File: src/verilog/tcp_regs.svh
// Purpose: Register offsets, field positions, reset values and timing counts of the timer
// Assumes: APB with 32-bit data, one aligned word per register
// Notes: Offsets are byte addresses
`ifndef TCP_REGS_SVH
`define TCP_REGS_SVH

`define TCP_OFF_CTRL_A 12'h000
`define TCP_OFF_CTRL_B 12'h004
`define TCP_OFF_COUNT 12'h008
`define TCP_OFF_CMP_A 12'h00C
`define TCP_OFF_CMP_B 12'h010
`define TCP_OFF_IMASK 12'h014
`define TCP_OFF_FLAGS 12'h018
`define TCP_OFF_SERVICE 12'h01C

// Control A: [7:6] compare_out_mode A, [5:4] compare_out_mode B, [1:0] mode low bits
`define TCP_COM_A_HI 7
`define TCP_COM_A_LO 6
`define TCP_COM_B_HI 5
`define TCP_COM_B_LO 4
`define TCP_WGM_LO_HI 1
`define TCP_WGM_LO_LO 0
// Control B: [3] mode high bit, [2:0] clock select
`define TCP_WGM_HI_BIT 3
`define TCP_CS_HI 2
`define TCP_CS_LO 0
// Flags and mask: [0] overflow, [1] compare A, [2] compare B
`define TCP_FLAG_OVF 0
`define TCP_FLAG_CMPA 1
`define TCP_FLAG_CMPB 2

`define TCP_RESET_BYTE 8'h00
`define TCP_BOTTOM 8'h00
`define TCP_MAX 8'hFF

// Prescale factors; counter wraps at the largest
`define TCP_DIV_8 10'h007
`define TCP_DIV_64 10'h03F
`define TCP_DIV_256 10'h0FF
`define TCP_DIV_1024 10'h3FF

`endif

File: src/verilog/tcp_pkg.sv
// Purpose: Types shared by the timer design
// Assumes: Constants live in tcp_regs.svh
// Notes: Mode encodings follow the three-bit mode field
package tcp_pkg;

	typedef enum logic [2:0] {
		TCP_NORMAL = 3'h0,
		TCP_PC_MAX = 3'h1,
		TCP_CTC = 3'h2,
		TCP_FAST_MAX = 3'h3,
		TCP_RSV4 = 3'h4,
		TCP_PC_OCR = 3'h5,
		TCP_RSV6 = 3'h6,
		TCP_FAST_OCR = 3'h7
	} tcp_mode_t;

	typedef enum logic [2:0] {
		TCP_CS_STOP = 3'h0,
		TCP_CS_1 = 3'h1,
		TCP_CS_8 = 3'h2,
		TCP_CS_64 = 3'h3,
		TCP_CS_256 = 3'h4,
		TCP_CS_1024 = 3'h5
	} tcp_clksel_t;

	typedef enum logic [1:0] {
		TCP_COM_OFF = 2'h0,
		TCP_COM_TOGGLE = 2'h1,
		TCP_COM_CLEAR = 2'h2,
		TCP_COM_SET = 2'h3
	} tcp_com_t;

endpackage : tcp_pkg

File: src/verilog/tcp_timer.sv
// Purpose: 8-bit timer-counter with two compare channels and PWM generation
// Assumes: APB slave, one clock, inputs synchronous to clock
// Notes: Interrupt requests leave as levels; the processor's service ack clears overflow
`timescale 1ns/1ns
`include "tcp_regs.svh"

module tcp_timer #(
	parameter int DATA_W = 8
) (
	// System
	input wire logic clock,
	input wire logic sys_rst,
	// APB slave
	input wire logic psel,
	input wire logic penable,
	input wire logic pwrite,
	input wire logic [11:0] paddr,
	input wire logic [31:0] pwdata,
	output logic [31:0] prdata,
	output logic pready,
	output logic pslverr,
	// Interrupt requests and service acknowledge
	input wire logic ovf_service_ack,
	output logic ovf_irq,
	output logic cmp_a_irq,
	output logic cmp_b_irq,
	// Waveform outputs
	output logic wave_out_a,
	output logic wave_out_b,
	output logic wave_out_a_en,
	output logic wave_out_b_en,
	output tcp_pkg::tcp_mode_t wave_mode_sel
);
	import tcp_pkg::*;

	// Every control register, count and compare below is a byte wide, so refuse any other width
	if (DATA_W != 8)
	begin : g_bad_width
		$error("tcp_timer supports only an 8-bit counter");
	end

	logic [7:0] timer_ctrl_a;
	logic [7:0] timer_ctrl_b;
	logic [7:0] count_value;
	logic [7:0] compare_value_a;
	logic [7:0] compare_value_b;
	logic [7:0] buf_a;
	logic [7:0] buf_b;
	logic [2:0] int_mask;
	logic [2:0] timer_flag_reg;
	logic count_down;
	logic [9:0] presc;
	logic wave_a;
	logic wave_b;
	logic [7:0] next_ctrl_a;
	logic [7:0] next_ctrl_b;
	logic [7:0] next_count;
	logic [7:0] next_cmp_a;
	logic [7:0] next_cmp_b;
	logic [7:0] next_buf_a;
	logic [7:0] next_buf_b;
	logic [2:0] next_mask;
	logic [2:0] next_flags;
	logic next_down;
	logic [9:0] next_presc;
	logic next_wave_a;
	logic next_wave_b;
	logic [31:0] next_prdata;

	tcp_mode_t mode;
	tcp_com_t com_a;
	tcp_com_t com_b;
	logic is_fast;
	logic is_pc;
	logic is_pwm;
	logic tick;
	logic [7:0] top;
	logic at_top;
	logic wr;
	logic rd;
	logic hit;
	logic ovf_ev;
	logic match_a;
	logic match_b;

	assign mode = tcp_mode_t'({timer_ctrl_b[`TCP_WGM_HI_BIT],
		timer_ctrl_a[`TCP_WGM_LO_HI:`TCP_WGM_LO_LO]});
	assign com_a = tcp_com_t'(timer_ctrl_a[`TCP_COM_A_HI:`TCP_COM_A_LO]);
	assign com_b = tcp_com_t'(timer_ctrl_a[`TCP_COM_B_HI:`TCP_COM_B_LO]);
	assign is_fast = (mode == TCP_FAST_MAX) || (mode == TCP_FAST_OCR);
	assign is_pc = (mode == TCP_PC_MAX) || (mode == TCP_PC_OCR);
	assign is_pwm = is_fast || is_pc;
	// Top is FF, or compare A in the compare-topped modes
	assign top = (mode == TCP_CTC || mode == TCP_FAST_OCR || mode == TCP_PC_OCR)
		? compare_value_a : `TCP_MAX;
	assign at_top = (count_value == top);
	assign wr = psel && penable && pwrite;
	assign rd = psel && !penable && !pwrite;
	assign pready = 1'b1;
	assign wave_mode_sel = mode;

	// Prescaler tap: tick when the divider's low bits are all ones
	function automatic logic presc_tick(input tcp_clksel_t cs, input logic [9:0] p);
		case (cs)
			TCP_CS_1: presc_tick = 1'b1;
			TCP_CS_8: presc_tick = (p & `TCP_DIV_8) == `TCP_DIV_8;
			TCP_CS_64: presc_tick = (p & `TCP_DIV_64) == `TCP_DIV_64;
			TCP_CS_256: presc_tick = (p & `TCP_DIV_256) == `TCP_DIV_256;
			TCP_CS_1024: presc_tick = (p & `TCP_DIV_1024) == `TCP_DIV_1024;
			default: presc_tick = 1'b0;
		endcase
	endfunction : presc_tick

	// Level a channel shows after a PWM match; mode 2 clears on up-count match
	function automatic logic pwm_match_level(input tcp_com_t com, input logic down);
		pwm_match_level = (com == TCP_COM_SET) ^ down;
	endfunction : pwm_match_level

	// Waveform update for one channel
	function automatic logic wave_next(input logic cur, input tcp_com_t com,
		input logic match, input logic restart, input logic fast, input logic pc,
		input logic down, input logic [7:0] cmp);
		wave_next = cur;
		if (com == TCP_COM_OFF)
			wave_next = cur;
		else if (fast)
		begin
			// Max compare never meets a restart first, so the level stays constant
			if (match && cmp != `TCP_MAX)
				wave_next = (com == TCP_COM_SET);
			else if (match)
				wave_next = (com == TCP_COM_SET);
			else if (restart)
				wave_next = (com != TCP_COM_SET);
		end
		else if (pc)
		begin
			if (match)
				wave_next = pwm_match_level(com, down);
		end
		else if (match && com == TCP_COM_TOGGLE)
			wave_next = !cur;
	endfunction : wave_next

	// Divider group: it never stops, so a rate change takes effect without a restart
	always_comb
	begin
		next_presc = 10'(presc + 10'h001);
		tick = presc_tick(tcp_clksel_t'(timer_ctrl_b[`TCP_CS_HI:`TCP_CS_LO]), presc);
	end

	always_ff @(posedge clock or posedge sys_rst)
	begin
		if (sys_rst)
			presc <= 10'h000;
		else
			presc <= next_presc;
	end

	// Counter, compare and register group
	always_comb
	begin
		next_ctrl_a = timer_ctrl_a;
		next_ctrl_b = timer_ctrl_b;
		next_count = count_value;
		next_down = count_down;
		next_cmp_a = compare_value_a;
		next_cmp_b = compare_value_b;
		next_buf_a = buf_a;
		next_buf_b = buf_b;
		next_mask = int_mask;
		next_flags = timer_flag_reg;
		ovf_ev = 1'b0;
		match_a = tick && (count_value == compare_value_a);
		match_b = tick && (count_value == compare_value_b);
		if (tick)
		begin
			if (is_pc)
			begin
				// Turn at each extreme so each is held for a single tick
				if (!count_down && at_top)
				begin
					next_down = 1'b1;
					next_count = 8'(count_value - 8'h01);
					next_cmp_a = buf_a;
					next_cmp_b = buf_b;
				end
				else if (count_down && count_value == `TCP_BOTTOM)
				begin
					next_down = 1'b0;
					next_count = 8'(count_value + 8'h01);
				end
				else if (count_down)
					next_count = 8'(count_value - 8'h01);
				else
					next_count = 8'(count_value + 8'h01);
				if (count_down && count_value == 8'h01)
					ovf_ev = 1'b1;
			end
			else if (is_fast && at_top)
			begin
				next_count = `TCP_BOTTOM;
				next_cmp_a = buf_a;
				next_cmp_b = buf_b;
				ovf_ev = 1'b1;
			end
			else if (mode == TCP_CTC && at_top)
				next_count = `TCP_BOTTOM;
			else
			begin
				// Compare set below the count is missed until the wrap
				next_count = 8'(count_value + 8'h01);
				if (count_value == `TCP_MAX)
					ovf_ev = 1'b1;
			end
		end
		// A stale direction would start the next up/down mode on the falling slope
		if (!is_pc)
			next_down = 1'b0;
		if (!is_pwm)
		begin
			next_buf_a = compare_value_a;
			next_buf_b = compare_value_b;
		end
		if (wr)
		begin
			if (paddr == `TCP_OFF_CTRL_A)
				next_ctrl_a = pwdata[7:0];
			else if (paddr == `TCP_OFF_CTRL_B)
				next_ctrl_b = pwdata[7:0];
			else if (paddr == `TCP_OFF_COUNT)
				next_count = pwdata[7:0];
			else if (paddr == `TCP_OFF_CMP_A)
			begin
				next_buf_a = pwdata[7:0];
				if (!is_pwm)
					next_cmp_a = pwdata[7:0];
			end
			else if (paddr == `TCP_OFF_CMP_B)
			begin
				next_buf_b = pwdata[7:0];
				if (!is_pwm)
					next_cmp_b = pwdata[7:0];
			end
			else if (paddr == `TCP_OFF_IMASK)
				next_mask = pwdata[2:0];
			else if (paddr == `TCP_OFF_FLAGS)
				next_flags = next_flags & ~pwdata[2:0];
		end
		if (ovf_service_ack)
			next_flags[`TCP_FLAG_OVF] = 1'b0;
		// Set wins over a clear in the same cycle
		if (ovf_ev)
			next_flags[`TCP_FLAG_OVF] = 1'b1;
		if (match_a)
			next_flags[`TCP_FLAG_CMPA] = 1'b1;
		if (match_b)
			next_flags[`TCP_FLAG_CMPB] = 1'b1;
	end

	// Waveform group: levels move only on a count tick
	always_comb
	begin
		next_wave_a = wave_a;
		next_wave_b = wave_b;
		if (tick)
		begin
			next_wave_a = wave_next(wave_a, com_a, match_a, at_top, is_fast, is_pc,
				count_down, compare_value_a);
			next_wave_b = wave_next(wave_b, com_b, match_b, at_top, is_fast,
				is_pc, count_down, compare_value_b);
		end
	end

	always_ff @(posedge clock or posedge sys_rst)
	begin
		if (sys_rst)
		begin
			wave_a <= 1'b0;
			wave_b <= 1'b0;
			wave_out_a <= 1'b0;
			wave_out_b <= 1'b0;
		end
		else
		begin
			wave_a <= next_wave_a;
			wave_b <= next_wave_b;
			wave_out_a <= next_wave_a;
			wave_out_b <= next_wave_b;
		end
	end

	always_comb
	begin
		hit = 1'b1;
		next_prdata = 32'h00000000;
		if (paddr == `TCP_OFF_CTRL_A)
			next_prdata[7:0] = timer_ctrl_a;
		else if (paddr == `TCP_OFF_CTRL_B)
			next_prdata[7:0] = timer_ctrl_b;
		else if (paddr == `TCP_OFF_COUNT)
			next_prdata[7:0] = count_value;
		else if (paddr == `TCP_OFF_CMP_A)
			next_prdata[7:0] = buf_a;
		else if (paddr == `TCP_OFF_CMP_B)
			next_prdata[7:0] = buf_b;
		else if (paddr == `TCP_OFF_IMASK)
			next_prdata[2:0] = int_mask;
		else if (paddr == `TCP_OFF_FLAGS)
			next_prdata[2:0] = timer_flag_reg;
		else
			hit = 1'b0;
	end

	assign pslverr = psel && penable && !hit;
	assign ovf_irq = timer_flag_reg[`TCP_FLAG_OVF] && int_mask[`TCP_FLAG_OVF];
	assign cmp_a_irq = timer_flag_reg[`TCP_FLAG_CMPA] && int_mask[`TCP_FLAG_CMPA];
	assign cmp_b_irq = timer_flag_reg[`TCP_FLAG_CMPB] && int_mask[`TCP_FLAG_CMPB];
	// Enables follow the output mode; pin direction remains with software
	assign wave_out_a_en = (com_a != TCP_COM_OFF);
	assign wave_out_b_en = (com_b != TCP_COM_OFF);

	always_ff @(posedge clock or posedge sys_rst)
	begin
		if (sys_rst)
		begin
			timer_ctrl_a <= `TCP_RESET_BYTE;
			timer_ctrl_b <= `TCP_RESET_BYTE;
			count_value <= `TCP_RESET_BYTE;
			compare_value_a <= `TCP_RESET_BYTE;
			compare_value_b <= `TCP_RESET_BYTE;
			buf_a <= `TCP_RESET_BYTE;
			buf_b <= `TCP_RESET_BYTE;
			int_mask <= 3'h0;
			timer_flag_reg <= 3'h0;
			count_down <= 1'b0;
			prdata <= 32'h00000000;
		end
		else
		begin
			timer_ctrl_a <= next_ctrl_a;
			timer_ctrl_b <= next_ctrl_b;
			count_value <= next_count;
			compare_value_a <= next_cmp_a;
			compare_value_b <= next_cmp_b;
			buf_a <= next_buf_a;
			buf_b <= next_buf_b;
			int_mask <= next_mask;
			timer_flag_reg <= next_flags;
			count_down <= next_down;
			if (rd)
				prdata <= next_prdata;
		end
	end

endmodule : tcp_timer

File: config.mk
export PLATFORM = sky130hd
export DESIGN_NAME = tcp_timer
export DESIGN_NICKNAME = d
export VERILOG_FILES = /design/src/verilog/tcp_pkg.sv /design/src/verilog/tcp_timer.sv
export VERILOG_INCLUDE_DIRS = /design/src /design/src/verilog
export SDC_FILE = /design/constraint.sdc
export NUM_CORES = 1
export LEC_CHECK = 0
export ABC_AREA = 1
export ABC_CLOCK_PERIOD_IN_PS = 3270
export BUFFER_PORTS_ARGS = -buffer_cell sky130_fd_sc_hd__buf_2
export CAP_MARGIN = 20
export CORE_UTILIZATION = 45
export CTS_CLUSTER_SIZE = 40
export DETAILED_ROUTE_END_ITERATION = 10
export GPL_TIMING_DRIVEN = 0
export PLACE_DENSITY = 0.65
export SETUP_SLACK_MARGIN = 0.4
export SLEW_MARGIN = 10
export SYNTH_ARGS = -nofsm -noshare
export SYNTH_HDL_FRONTEND = slang
export SYNTH_SLANG_ARGS = --single-unit
File: constraint.sdc
create_clock -name clock -period 3.27 [get_ports clock]
set_input_delay 0.327 -clock clock [delete_from_list [all_inputs] [get_ports clock]]
set_output_delay 0.327 -clock clock [all_outputs]
set_load 0.1 [all_outputs]
# [After elaboration in Yosys (flattened, before gate mapping)]
# Index checks and enable logic that the tools add are counted.
[totals] regBits=83 wordCells=238 input_bits=50 output_inout_bits=44
[classes] n_addsub=3 mux=98 eq_ne=57 bitwise_logic=11 n_reduce_logical=53
[op_table] op="8-bit two-way mux" count=50
[op_table] op="12-bit by 5-bit equality test with 1-bit output (second input constant)" count=3
[op_table] op="1-bit two-way mux" count=35
[op_table] op="3-bit two-way mux" count=11
[op_table] op="2-bit inequality test (second input constant)" count=14
[op_table] op="12-bit by 4-bit equality test with 1-bit output (second input constant)" count=2
[op_table] op="8-bit equality test" count=3
[op_table] op="8-bit AND reduction" count=3
[op_table] op="1-bit logical AND" count=19
[op_table] op="3-bit inequality test (second input constant)" count=6
[op_table] op="8-bit equality test (second input constant)" count=2
[op_table] op="8-bit inequality test (second input constant)" count=2
[op_table] op="3-bit equality test (second input constant)" count=5
[op_table] op="12-bit by 3-bit equality test with 1-bit output (second input constant)" count=1
[op_table] op="3-bit by 2-bit equality test with 1-bit output (second input constant)" count=4
[op_table] op="12-bit zero test" count=1
[op_table] op="2-bit nonzero test" count=6
[op_table] op="3-bit nonzero test" count=4
[op_table] op="10-bit by 1-bit adder with 10-bit output (second input constant)" count=1
[op_table] op="10-bit equality test (second input constant)" count=1
[op_table] op="5-bit AND reduction" count=2
[op_table] op="8-bit by 1-bit adder with 8-bit output (second input constant)" count=1
[op_table] op="8-bit by 1-bit equality test with 1-bit output (second input constant)" count=1
[op_table] op="8-bit zero test" count=1
[op_table] op="21 further kinds" count=44

# [Logic depth before layout (Yosys ltp)]
# Gate-level depths: netlist of the first run.
[logic_depth] ltp_word=16 mapped_depth=14 mapped_depth_nobuf=14

# [Worst setup path before layout of the first run]
# OpenSTA, ideal clock, no wires.
[synth_path] path_type="input-to-output" from="input paddr[1]" to="output pslverr" arrival_ps=2428 n_path_buf=1 cell_stages=8 required_time_ps=2943 setup_slack_ps=515 path_cell_list="or2_1 nor2_2 inv_2 nor2_4 nand2_1 clkbuf_1 nand3_1 nor2_1"
[synth_between] elab_chain_len=10 elab_cells_between_ends=16 classes_between="eq/ne: 6; mux: 7; reduce/logical: 3"
[synth_rtl] item="start: declaration" line_no="tcp_timer.sv:17" source="input wire logic [11:0] paddr,"
[synth_rtl] item="12-bit by 5-bit equality test with 1-bit output (no source line)"
[synth_rtl] item="1-bit two-way mux" line_no="tcp_timer.sv:309" source="else if (paddr == `TCP_OFF_FLAGS)"
[synth_rtl] item="1-bit two-way mux" line_no="tcp_timer.sv:307" source="else if (paddr == `TCP_OFF_IMASK)"
[synth_rtl] item="1-bit two-way mux" line_no="tcp_timer.sv:305" source="else if (paddr == `TCP_OFF_CMP_B)"
[synth_rtl] item="1-bit two-way mux" line_no="tcp_timer.sv:303" source="else if (paddr == `TCP_OFF_CMP_A)"
[synth_rtl] item="1-bit two-way mux" line_no="tcp_timer.sv:301" source="else if (paddr == `TCP_OFF_COUNT)"
[synth_rtl] item="1-bit two-way mux" line_no="tcp_timer.sv:299" source="else if (paddr == `TCP_OFF_CTRL_B)"
[synth_rtl] item="1-bit two-way mux *" line_no="tcp_timer.sv:297" source="if (paddr == `TCP_OFF_CTRL_A)"
[synth_rtl] item="1-bit zero test *" line_no="tcp_timer.sv:315" source="assign pslverr = psel && penable && !hit;"
[synth_rtl] item="1-bit logical AND *" line_no="tcp_timer.sv:315"
[synth_rtl] item="end: declaration" line_no="tcp_timer.sv:21" source="output logic pslverr,"
# Mark *: on every way between the ends. The rest lies on a longest branch, timed or not.

# [Final worst setup path of the first run]
[layout_path] from="register presc[0]" to="register compare_value_b[1]"
[layout_between] elab_chain_len=10 elab_cells_between_ends=13 classes_between="eq/ne: 4; mux: 9"
[layout_rtl] item="start: declaration" line_no="tcp_timer.sv:52" source="logic [9:0] presc;"
[layout_rtl] item="start signal: assignment" line_no="tcp_timer.sv:157" source="presc <= next_presc;"
[layout_rtl] item="10-bit equality test (no source line), or another cell as far along"
[layout_rtl] item="1-bit case mux with 5 select lines *" line_no="tcp_timer.sv:104" source="case (cs)"
[layout_rtl] item="8-bit two-way mux *" line_no="tcp_timer.sv:176" source="if (tick)"
[layout_rtl] item="8-bit two-way mux" line_no="tcp_timer.sv:242" source="if (!is_pwm)"
[layout_rtl] item="8-bit two-way mux" line_no="tcp_timer.sv:239" source="else if (paddr == `TCP_OFF_CMP_B)"
[layout_rtl] item="8-bit two-way mux" line_no="tcp_timer.sv:233" source="else if (paddr == `TCP_OFF_CMP_A)"
[layout_rtl] item="8-bit two-way mux" line_no="tcp_timer.sv:231" source="else if (paddr == `TCP_OFF_COUNT)"
[layout_rtl] item="8-bit two-way mux" line_no="tcp_timer.sv:229" source="else if (paddr == `TCP_OFF_CTRL_B)"
[layout_rtl] item="8-bit two-way mux" line_no="tcp_timer.sv:227" source="if (paddr == `TCP_OFF_CTRL_A)"
[layout_rtl] item="8-bit two-way mux *" line_no="tcp_timer.sv:225" source="if (wr)"
[layout_rtl] item="via next_cmp_b[1]" line_no="tcp_timer.sv:59" source="logic [7:0] next_cmp_b;"
[layout_rtl] item="end signal: assignment" line_no="tcp_timer.sv:331" source="compare_value_b <= `TCP_RESET_BYTE;"
[layout_rtl] item="end signal: assignment" line_no="tcp_timer.sv:345" source="compare_value_b <= next_cmp_b;"
[layout_rtl] item="end: declaration" line_no="tcp_timer.sv:46" source="logic [7:0] compare_value_b;"
# The timed path passes the listed nets; every way through them passes the cells marked *.
# A chain may end at the register's enable or synchronous reset.

==> results of run 1 <==
## cell usage after synthesis (5+ instances only)
cell and instances:
xor2_1 11, o21ai_1 19, nand2_1 227, buf_2 10, dfrtp_1 83, inv_1 77, clkbuf_1 11, inv_2 14
o21ai_0 69, ha_1 5, buf_4 34, nand3_1 54, nand2_2 7, nand4_1 30, nor3_1 5, o22ai_1 11
a21oi_1 41, nor2_1 53
## worst max-delay path: cells and delay by family, from the launching register on
| family | cells | cell delay, ps |
|---|---|---|
| buffers and inverters | 3 | 670 |
| AND/OR/NAND/NOR | 7 | 1030 |
| flip-flops | 1 | 370 |
| AO/OA/AOI/OAI | 1 | 70 |
| adder cells (fa/ha/maj) | 1 | 180 |
## through the flow
stage	utilization (%)	std cells
floorplan	-	832
global placement	50.9	1044
detailed placement	51.2	1045
CTS	53.5	1060
global route	53.5	1060
finish	53.5	1060
## area by class of cell
cell class | instances | share of cell area, %
Inverter | 95 | 5.54
Buffer | 57 | 5.58
Sequential cell | 83 | 32.0
Timing Repair Buffer | 45 | 3.82
Multi-Input combinational cell | 597 | 45.4
Tap cell | 168 | 3.24
Clock inverter | 4 | 0.521
Clock buffer | 11 | 3.90
## power by group
part | internal, W | switching [W] | total (W) | leakage [nW]
clock network | 0.000558 | 0.000444 | 0.00100 | 0.138
registers | 0.00103 | 0.00000729 | 0.00104 | 1.10
logic | 0.0000962 | 0.000311 | 0.000407 | 2.04
## routing by layer
| metal | part of all wire (%) | wire length, µm |
|---|---|---|
| met5 | 0 | 0 |
| met4 | 4.1 | 771 |
| met3 | 8.7 | 1620 |
| met2 | 44 | 8290 |
| met1 | 43 | 7960 |
## worst max-delay path by stage
stage | startpoint | depth (start not counted) | to
after floorplan | paddr[1] | 8 | pslverr
after global placement | sys_rst | 2 | timer_flag_reg[0]$_DFFE_PP0P_
after detailed placement | paddr[9] | 10 | compare_value_b[6]$_DFF_PP0_
after CTS | presc[0]$_DFF_PP0_ | 12 | compare_value_b[1]$_DFF_PP0_
after global routing | presc[0]$_DFF_PP0_ | 12 | compare_value_b[6]$_DFF_PP0_
final | presc[0]$_DFF_PP0_ | 12 | compare_value_b[1]$_DFF_PP0_
## layout by cell type (no fill, tap or decap), types with 2 or more instances in the layout
master / Yosys / layout
nand4_1: 30 / 30
o21ai_1: 19 / 19
a211oi_1: 3 / 3
clkbuf_8: 0 / 2
conb_1: 2 / 25
and2_1: 3 / 3
clkbuf_1: 11 / 11
dfrtp_1: 83 / 83
clkinv_1: 4 / 4
nor2_2: 3 / 3
ha_1: 5 / 5
nor3_1: 5 / 5
xnor2_1: 4 / 4
buf_2: 10 / 54
nand2_1: 227 / 227
o211ai_1: 4 / 4
xor2_1: 11 / 11
clkinv_4: 0 / 2
inv_2: 14 / 14
a21oi_1: 41 / 41
nand3_1: 54 / 54
o221ai_1: 4 / 4
o22ai_1: 11 / 11
nand2_2: 7 / 7
nand3_4: 4 / 4
inv_1: 77 / 76
nor2_1: 53 / 53
nor2_4: 2 / 2
buf_4: 34 / 34
o21ai_0: 69 / 69
nand2_4: 2 / 2
nor4_1: 2 / 2
clkbuf_16: 0 / 9
## cells by family (layout without fill, tap and decap cells)
kind of cell             count (synthesis)  after routing  share of synthesized area (%)
AND/OR/NAND/NOR                        399            399                           32.5
flip-flops                              83             83                           36.8
other                                    2             25                          0.133
buffers and inverters                  152            212                           12.7
AO/OA/AOI/OAI                          153            153                           14.5
adder cells (fa/ha/maj)                  5              5                           1.11
XOR/XNOR                                15             15                           2.32
==> impl_metrics.ini, run 1 <==
[logic_synthesis]
synthCells = 809
synth-edff-count = 0
yosys.area.top_type = dfrtp_1
synthArstFlopShare_pct = 100
ys_types = 41
ys_ff_latch = 83
syn_area_um2 = 5650
ys.flop_type = dfrtp_1
ys_warn_count = 0
syn_avg_cell_area_um2 = 6.99
synth_seq_area_share_pct = 36.8
synthTopCellsByArea = dfrtp_1, nand2_1, o21ai_0, inv_1, nand3_1
synth_top_area_share_pct = 36.8

[global_routing]
grt_pass1_vias = 5503
grt_most_used_layer = met2
grt_overflow = 0
grt_pass1_wl_um = 29300
track_usage_pct = 30.2
met1_usage_pct = 39.5
grt_max_degree = 48
use_met3_pct = 7.36
grt_antenna_before_repair = 0
grt_use_met2_pct = 47.2

[placed_design]
place_ws_ps = 866
io_buffers = 44
gp_congestion = 0.979
post_dp_cell_area_um2 = 6200
dp_hpwl_um = 13800

[worst_setup_path]
critical_path.slowest_cell = dfrtp_1
crit_type = reg -> reg
reg2reg_from = presc[0]$_DFF_PP0_
path_max_fanout = 10
critPathLaunchType = register
r2r_end = compare_value_b[1]$_DFF_PP0_
cp.arrival_ps = 2680
reg2reg_slack_ps = 800
cp.required_ps = 3480
slowest_delay_ps = 370
crit_path_end_kind = register
crit_top_cell = nand3_1
path_cells = ha_1 -> nand3_1 -> nor3_1 -> nand3_1 -> nand2_1 -> nand2_1 -> inv_2 -> buf_2 -> buf_2 -> nand4_1 -> nand3_1 -> o21ai_1
worstRegToRegCells = 12

[detailed_routing]
vias = 5823
drt_iter0_drc = 447
routedWlPerCell_um = 17.6
drtAntennaViolNets = 0
wl_um = 18600
drt-vias-per-instance = 5.49
drc_errors = 0
drt-pass1-iter-count = 6

[floorplanning]
dieArea_um2 = 13000
ioPinCount = 94
start_util_pct = 46.7
core_um2 = 12100
die_w_um = 114
row_count = 40
die_y_um = 114

[clock_tree]
ctsHtreeMaxLevel = 3
cts_buffer_depth = 2
clock_latency_ps = 350
cts_tree = yes
clockRootBuffer = clkbuf_16
path_clk_slew_ps = 70
ctsHoldBuffers = 0
cts_sinks = 83
postCtsSetupBuffers = 0
post_cts_resized = 0
cts_made_buffers = 9

[timing]
fin_crit_sh_pct = 75.5
hold_violations = 0
period_needed_ps = 2470
rsz0062_at_grt = false
final_max_slew_viol_count = 0
relSlewSlack_pct = 53.3
worst_pin_slew_ps = 700
tns_ps = 0
worst_slack_ps = 801
fmax_mhz = 405
hold_ws_ps = 1.86
finClkSkew_ps = 11.4
final-setup-viol-count = 0

[final_layout]
syn2layout_area_growth_pct = 14.7
multi_input_area_um2 = 2940
fill_cells = 1259
top_register = presc
diodes = 0
post_route_cells_drive_above_1_share_pct = 16.1
largest_reg_flops = 10
fin_area_um2 = 6480
final_nets = 943
ff_latch_area_um2 = 2080

[outcome]
status = completed

[pwr]
p_per_area_nw_per_um2 = 378
max-vdd-ir-drop_uv = 281
power.total_w = 0.00245
leakagePower_nw = 3.28

[flow_run]
maxCapViolations = 0

[hold_path]
hold_class = in -> async
Note: power is estimated with default switching activity, not from simulation.
==> run 2, diff against run 1 <==
ABC_AREA = 0   (was 1)
ABC_CLOCK_PERIOD_IN_PS = 2250   (was 3270)
PLACE_DENSITY = 0.68   (was 0.65)
clock period = 2.25 ns   (was 3.27 ns; I/O delays follow)
==> run 2 against run 1 <==
Effect of this change:
- the flow now finishes with violations (negative setup slack)
- via count shrank 14%
- worst hold slack improved by 170 ps
- fmax down 0.12%
- sequential share of layout area fell by 3.3 points
- die area shrank 8.0%
- combinational power is 74% higher
- sequential power increased by 46%
- non-clock buffer count increased by 56
- critical endpoint is now count_value[4]$_DFF_PP0_
- largest cell class unchanged
==> impl_metrics.ini, run 2 <==
[clock_tree]
cts_buffer_depth = 2
clock_latency_ps = 360
cts_sinks = 83
ctsHtreeMaxLevel = 3
cts_tree = yes
path_clk_slew_ps = 60
cts_made_buffers = 9
clockRootBuffer = clkbuf_16

[logic_synthesis]
synthArstFlopShare_pct = 100
synthCells = 577
synth-edff-count = 0
syn_area_um2 = 5190
ys_warn_count = 0
synth_seq_area_share_pct = 40.0
syn_avg_cell_area_um2 = 9.00
ys_types = 67
ys.flop_type = dfrtp_1
synthTopCellsByArea = dfrtp_1, mux2_2, buf_4, nand2_1, mux2i_1
yosys.area.top_type = dfrtp_1
synth_commonest_cells = dfrtp_1, nand2_1, nor2_1, inv_1, o21ai_0
synth_top_area_share_pct = 40.0
synth_most_common_cell = dfrtp_1
ys_ff_latch = 83

[placed_design]
gp_congestion = 0.890
io_buffers = 40
dp_hpwl_um = 11600
dp.cells = 782

[worst_setup_path]
crit_type = reg -> reg
worstRegToRegCells = 9
crit_path_end_kind = register
cp_num_cells = 9
cp.arrival_ps = 2690
crit_buf_inv = 4
reg2reg_from = timer_ctrl_a[0]$_DFFE_PP0P_
crit_top_cell = buf_4
r2r_end = count_value[4]$_DFF_PP0_
slowest_delay_ps = 480
crit_family = buffers and inverters
cp.required_ps = 2470
reg2reg_slack_ps = -220
critPathLaunchType = register
path_cells = buf_2 -> inv_2 -> nor2_1 -> and3_4 -> buf_4 -> buf_4 -> o211ai_1 -> a31o_1 -> a221o_1
path_max_fanout = 10
critical_path.slowest_cell = dfrtp_1

[pwr]
power.total_w = 0.00364
switchingPower_w = 0.00111
swShare_pct = 30.6
p_comb_share_pct = 19.5
power_frac_seq_pct = 41.9
leakagePower_nw = 3.17
clockPowerShare_pct = 38.5
p_per_area_nw_per_um2 = 502
p_int_w = 0.00252
max-vdd-ir-drop_uv = 675

[outcome]
status = complete, but fails checks
violations = negative setup slack

[timing]
worst_slack_ps = -222
fmax_mhz = 405
final-setup-viol-count = 22
hold_violations = 0
final_max_slew_viol_count = 0
finClkSkew_ps = 8.36
worst_pin_slew_ps = 735
relSlewSlack_pct = 51.0
rsz0062_at_grt = true
fin_crit_sh_pct = 110
period_needed_ps = 2470

[detailed_routing]
drc_errors = 0
drtAntennaViolNets = 0
drt-vias-per-instance = 5.89
routedWlPerCell_um = 20.4
wl_um = 17300
drt_iter0_drc = 386
drt-pass1-iter-count = 5
vias = 4985

[final_layout]
stdcell_count = 847
post_route_cells_drive_above_1_share_pct = 41.9
layout_common_cells = dfrtp_1, buf_4, nand2_1
syn2layout_area_growth_pct = 39.5
final_nets = 759
final_common_cell = dfrtp_1
top_register = presc
diodes = 0
fill_cells = 875
largest_reg_flops = 10

[hold_path]
hp-start = ovf_service_ack
worstHoldEndpoint = timer_flag_reg[0]$_DFFE_PP0P_
hold_path_depth = 3
hold_class = in -> reg

[floorplanning]
die_w_um = 109
row_count = 38
core_um2 = 11000
ioPinCount = 94
start_util_pct = 47.1
die_y_um = 109
dieArea_um2 = 12000

[global_routing]
track_usage_pct = 30.5
grt_pass1_wl_um = 26600
grt_antenna_before_repair = 0
grt_pass1_vias = 4794
grt_overflow = 0
grt_max_degree = 38

[flow_run]
maxCapViolations = 0
-- run 2: worst min-delay path, delay by kind of cell --
| kind | cells | cell delay [ps] |
|---|---|---|
| AND/OR/NAND/NOR | 1 | 110 |
| AO/OA/AOI/OAI | 1 | 60 |
| buffers and inverters | 1 | 100 |
-- run 2: layer usage --
metal | routed length [µm] | track usage, % | part of all wire (%) | vias to the layer above
li1 | - | - | - | 2270
met3 | 1630 | 8.30 | 9.4 | 59
met4 | 638 | 10.8 | 3.7 | 0
met5 | 0 | 0 | 0 | -
met1 | 7170 | 40.0 | 41 | 2380
met2 | 7860 | 48.3 | 45 | 276
-- run 2: power by group through the flow --
stage	Sequential [W]	Combinational [W]	Clock [W]
detailed placement	0.00155	0.000590	0
finish	0.00152	0.000710	0.00140
global route	0.00153	0.000745	0.00148
global placement	0.00155	0.000576	0
CTS	0.00153	0.000639	0.00141
floorplan	0.00154	0.000460	0
-- run 2: per-stage QoR --
stage               setup WS (ps)  instance area, µm²  setup TNS [ps]  util, %  hold WS (ps)
floorplan                   -85.4                5650           -85.4        -           342
global placement             -460                6030          -11170     54.6           457
global route                 -275                7240           -4180     65.7           173
finish                       -222                7240           -2400     65.7           169
CTS                          -179                6960           -1720     63.1           163
detailed placement           -505                6070          -12530     55.0           269
-- run 2: worst max path at each step --
stage | from | to | slack (ps)
3_5_place_dp | count_value[3]$_DFF_PP0_ | compare_value_a[6]$_DFF_PP0_ | -500
6_report | timer_ctrl_a[0]$_DFFE_PP0P_ | count_value[4]$_DFF_PP0_ | -220
5_1_grt | count_value[3]$_DFF_PP0_ | count_value[2]$_DFF_PP0_ | -280
3_3_place_gp | count_value[3]$_DFF_PP0_ | compare_value_a[5]$_DFF_PP0_ | -460
2_1_floorplan | count_value[5]$_DFF_PP0_ | count_value[4]$_DFF_PP0_ | -90
4_1_cts | count_value[3]$_DFF_PP0_ | count_value[4]$_DFF_PP0_ | -180
-- run 2: timing repair --
| action | in CTS | in global routing |
|---|---|---|
| cloned | 2 | 0 |
| buffers inserted | 30 | 18 |
| resized for setup | 69 | 48 |
| hold buffers | 1 | 0 |
| endpoints found under the hold margin | 18 | 0 |
| setup endpoints to repair | 59 | 66 |
| pin swaps | 23 | 23 |
-- run 2: cells by family (layout without fill, tap and decap cells) --
group / Yosys count / count (layout) / synth area share, %
DFF: 83 / 83 / 40.0
and+or+nand+nor: 173 / 173 / 17.4
xor gates and xnor gates: 19 / 19 / 3.20
adders and majority gates: 5 / 5 / 1.20
AOI/OAI and AO/OA: 156 / 156 / 19.9
other: 2 / 25 / 0.145
muxes: 40 / 40 / 8.22
buffers and inverters: 99 / 206 / 9.90
-- run 2: layout make-up --
cell class                 count  area, µm²  area share [%]
inverter                      34        140            1.93
timing repair buffer          93        708            9.78
clock inverter                 2       12.5           0.173
clock buffer                  12        256            3.54
tap                          140        175            2.42
multi-input combinational    418       3330            46.0
sequential                    83       2080            28.7
buffer                        65        542            7.48
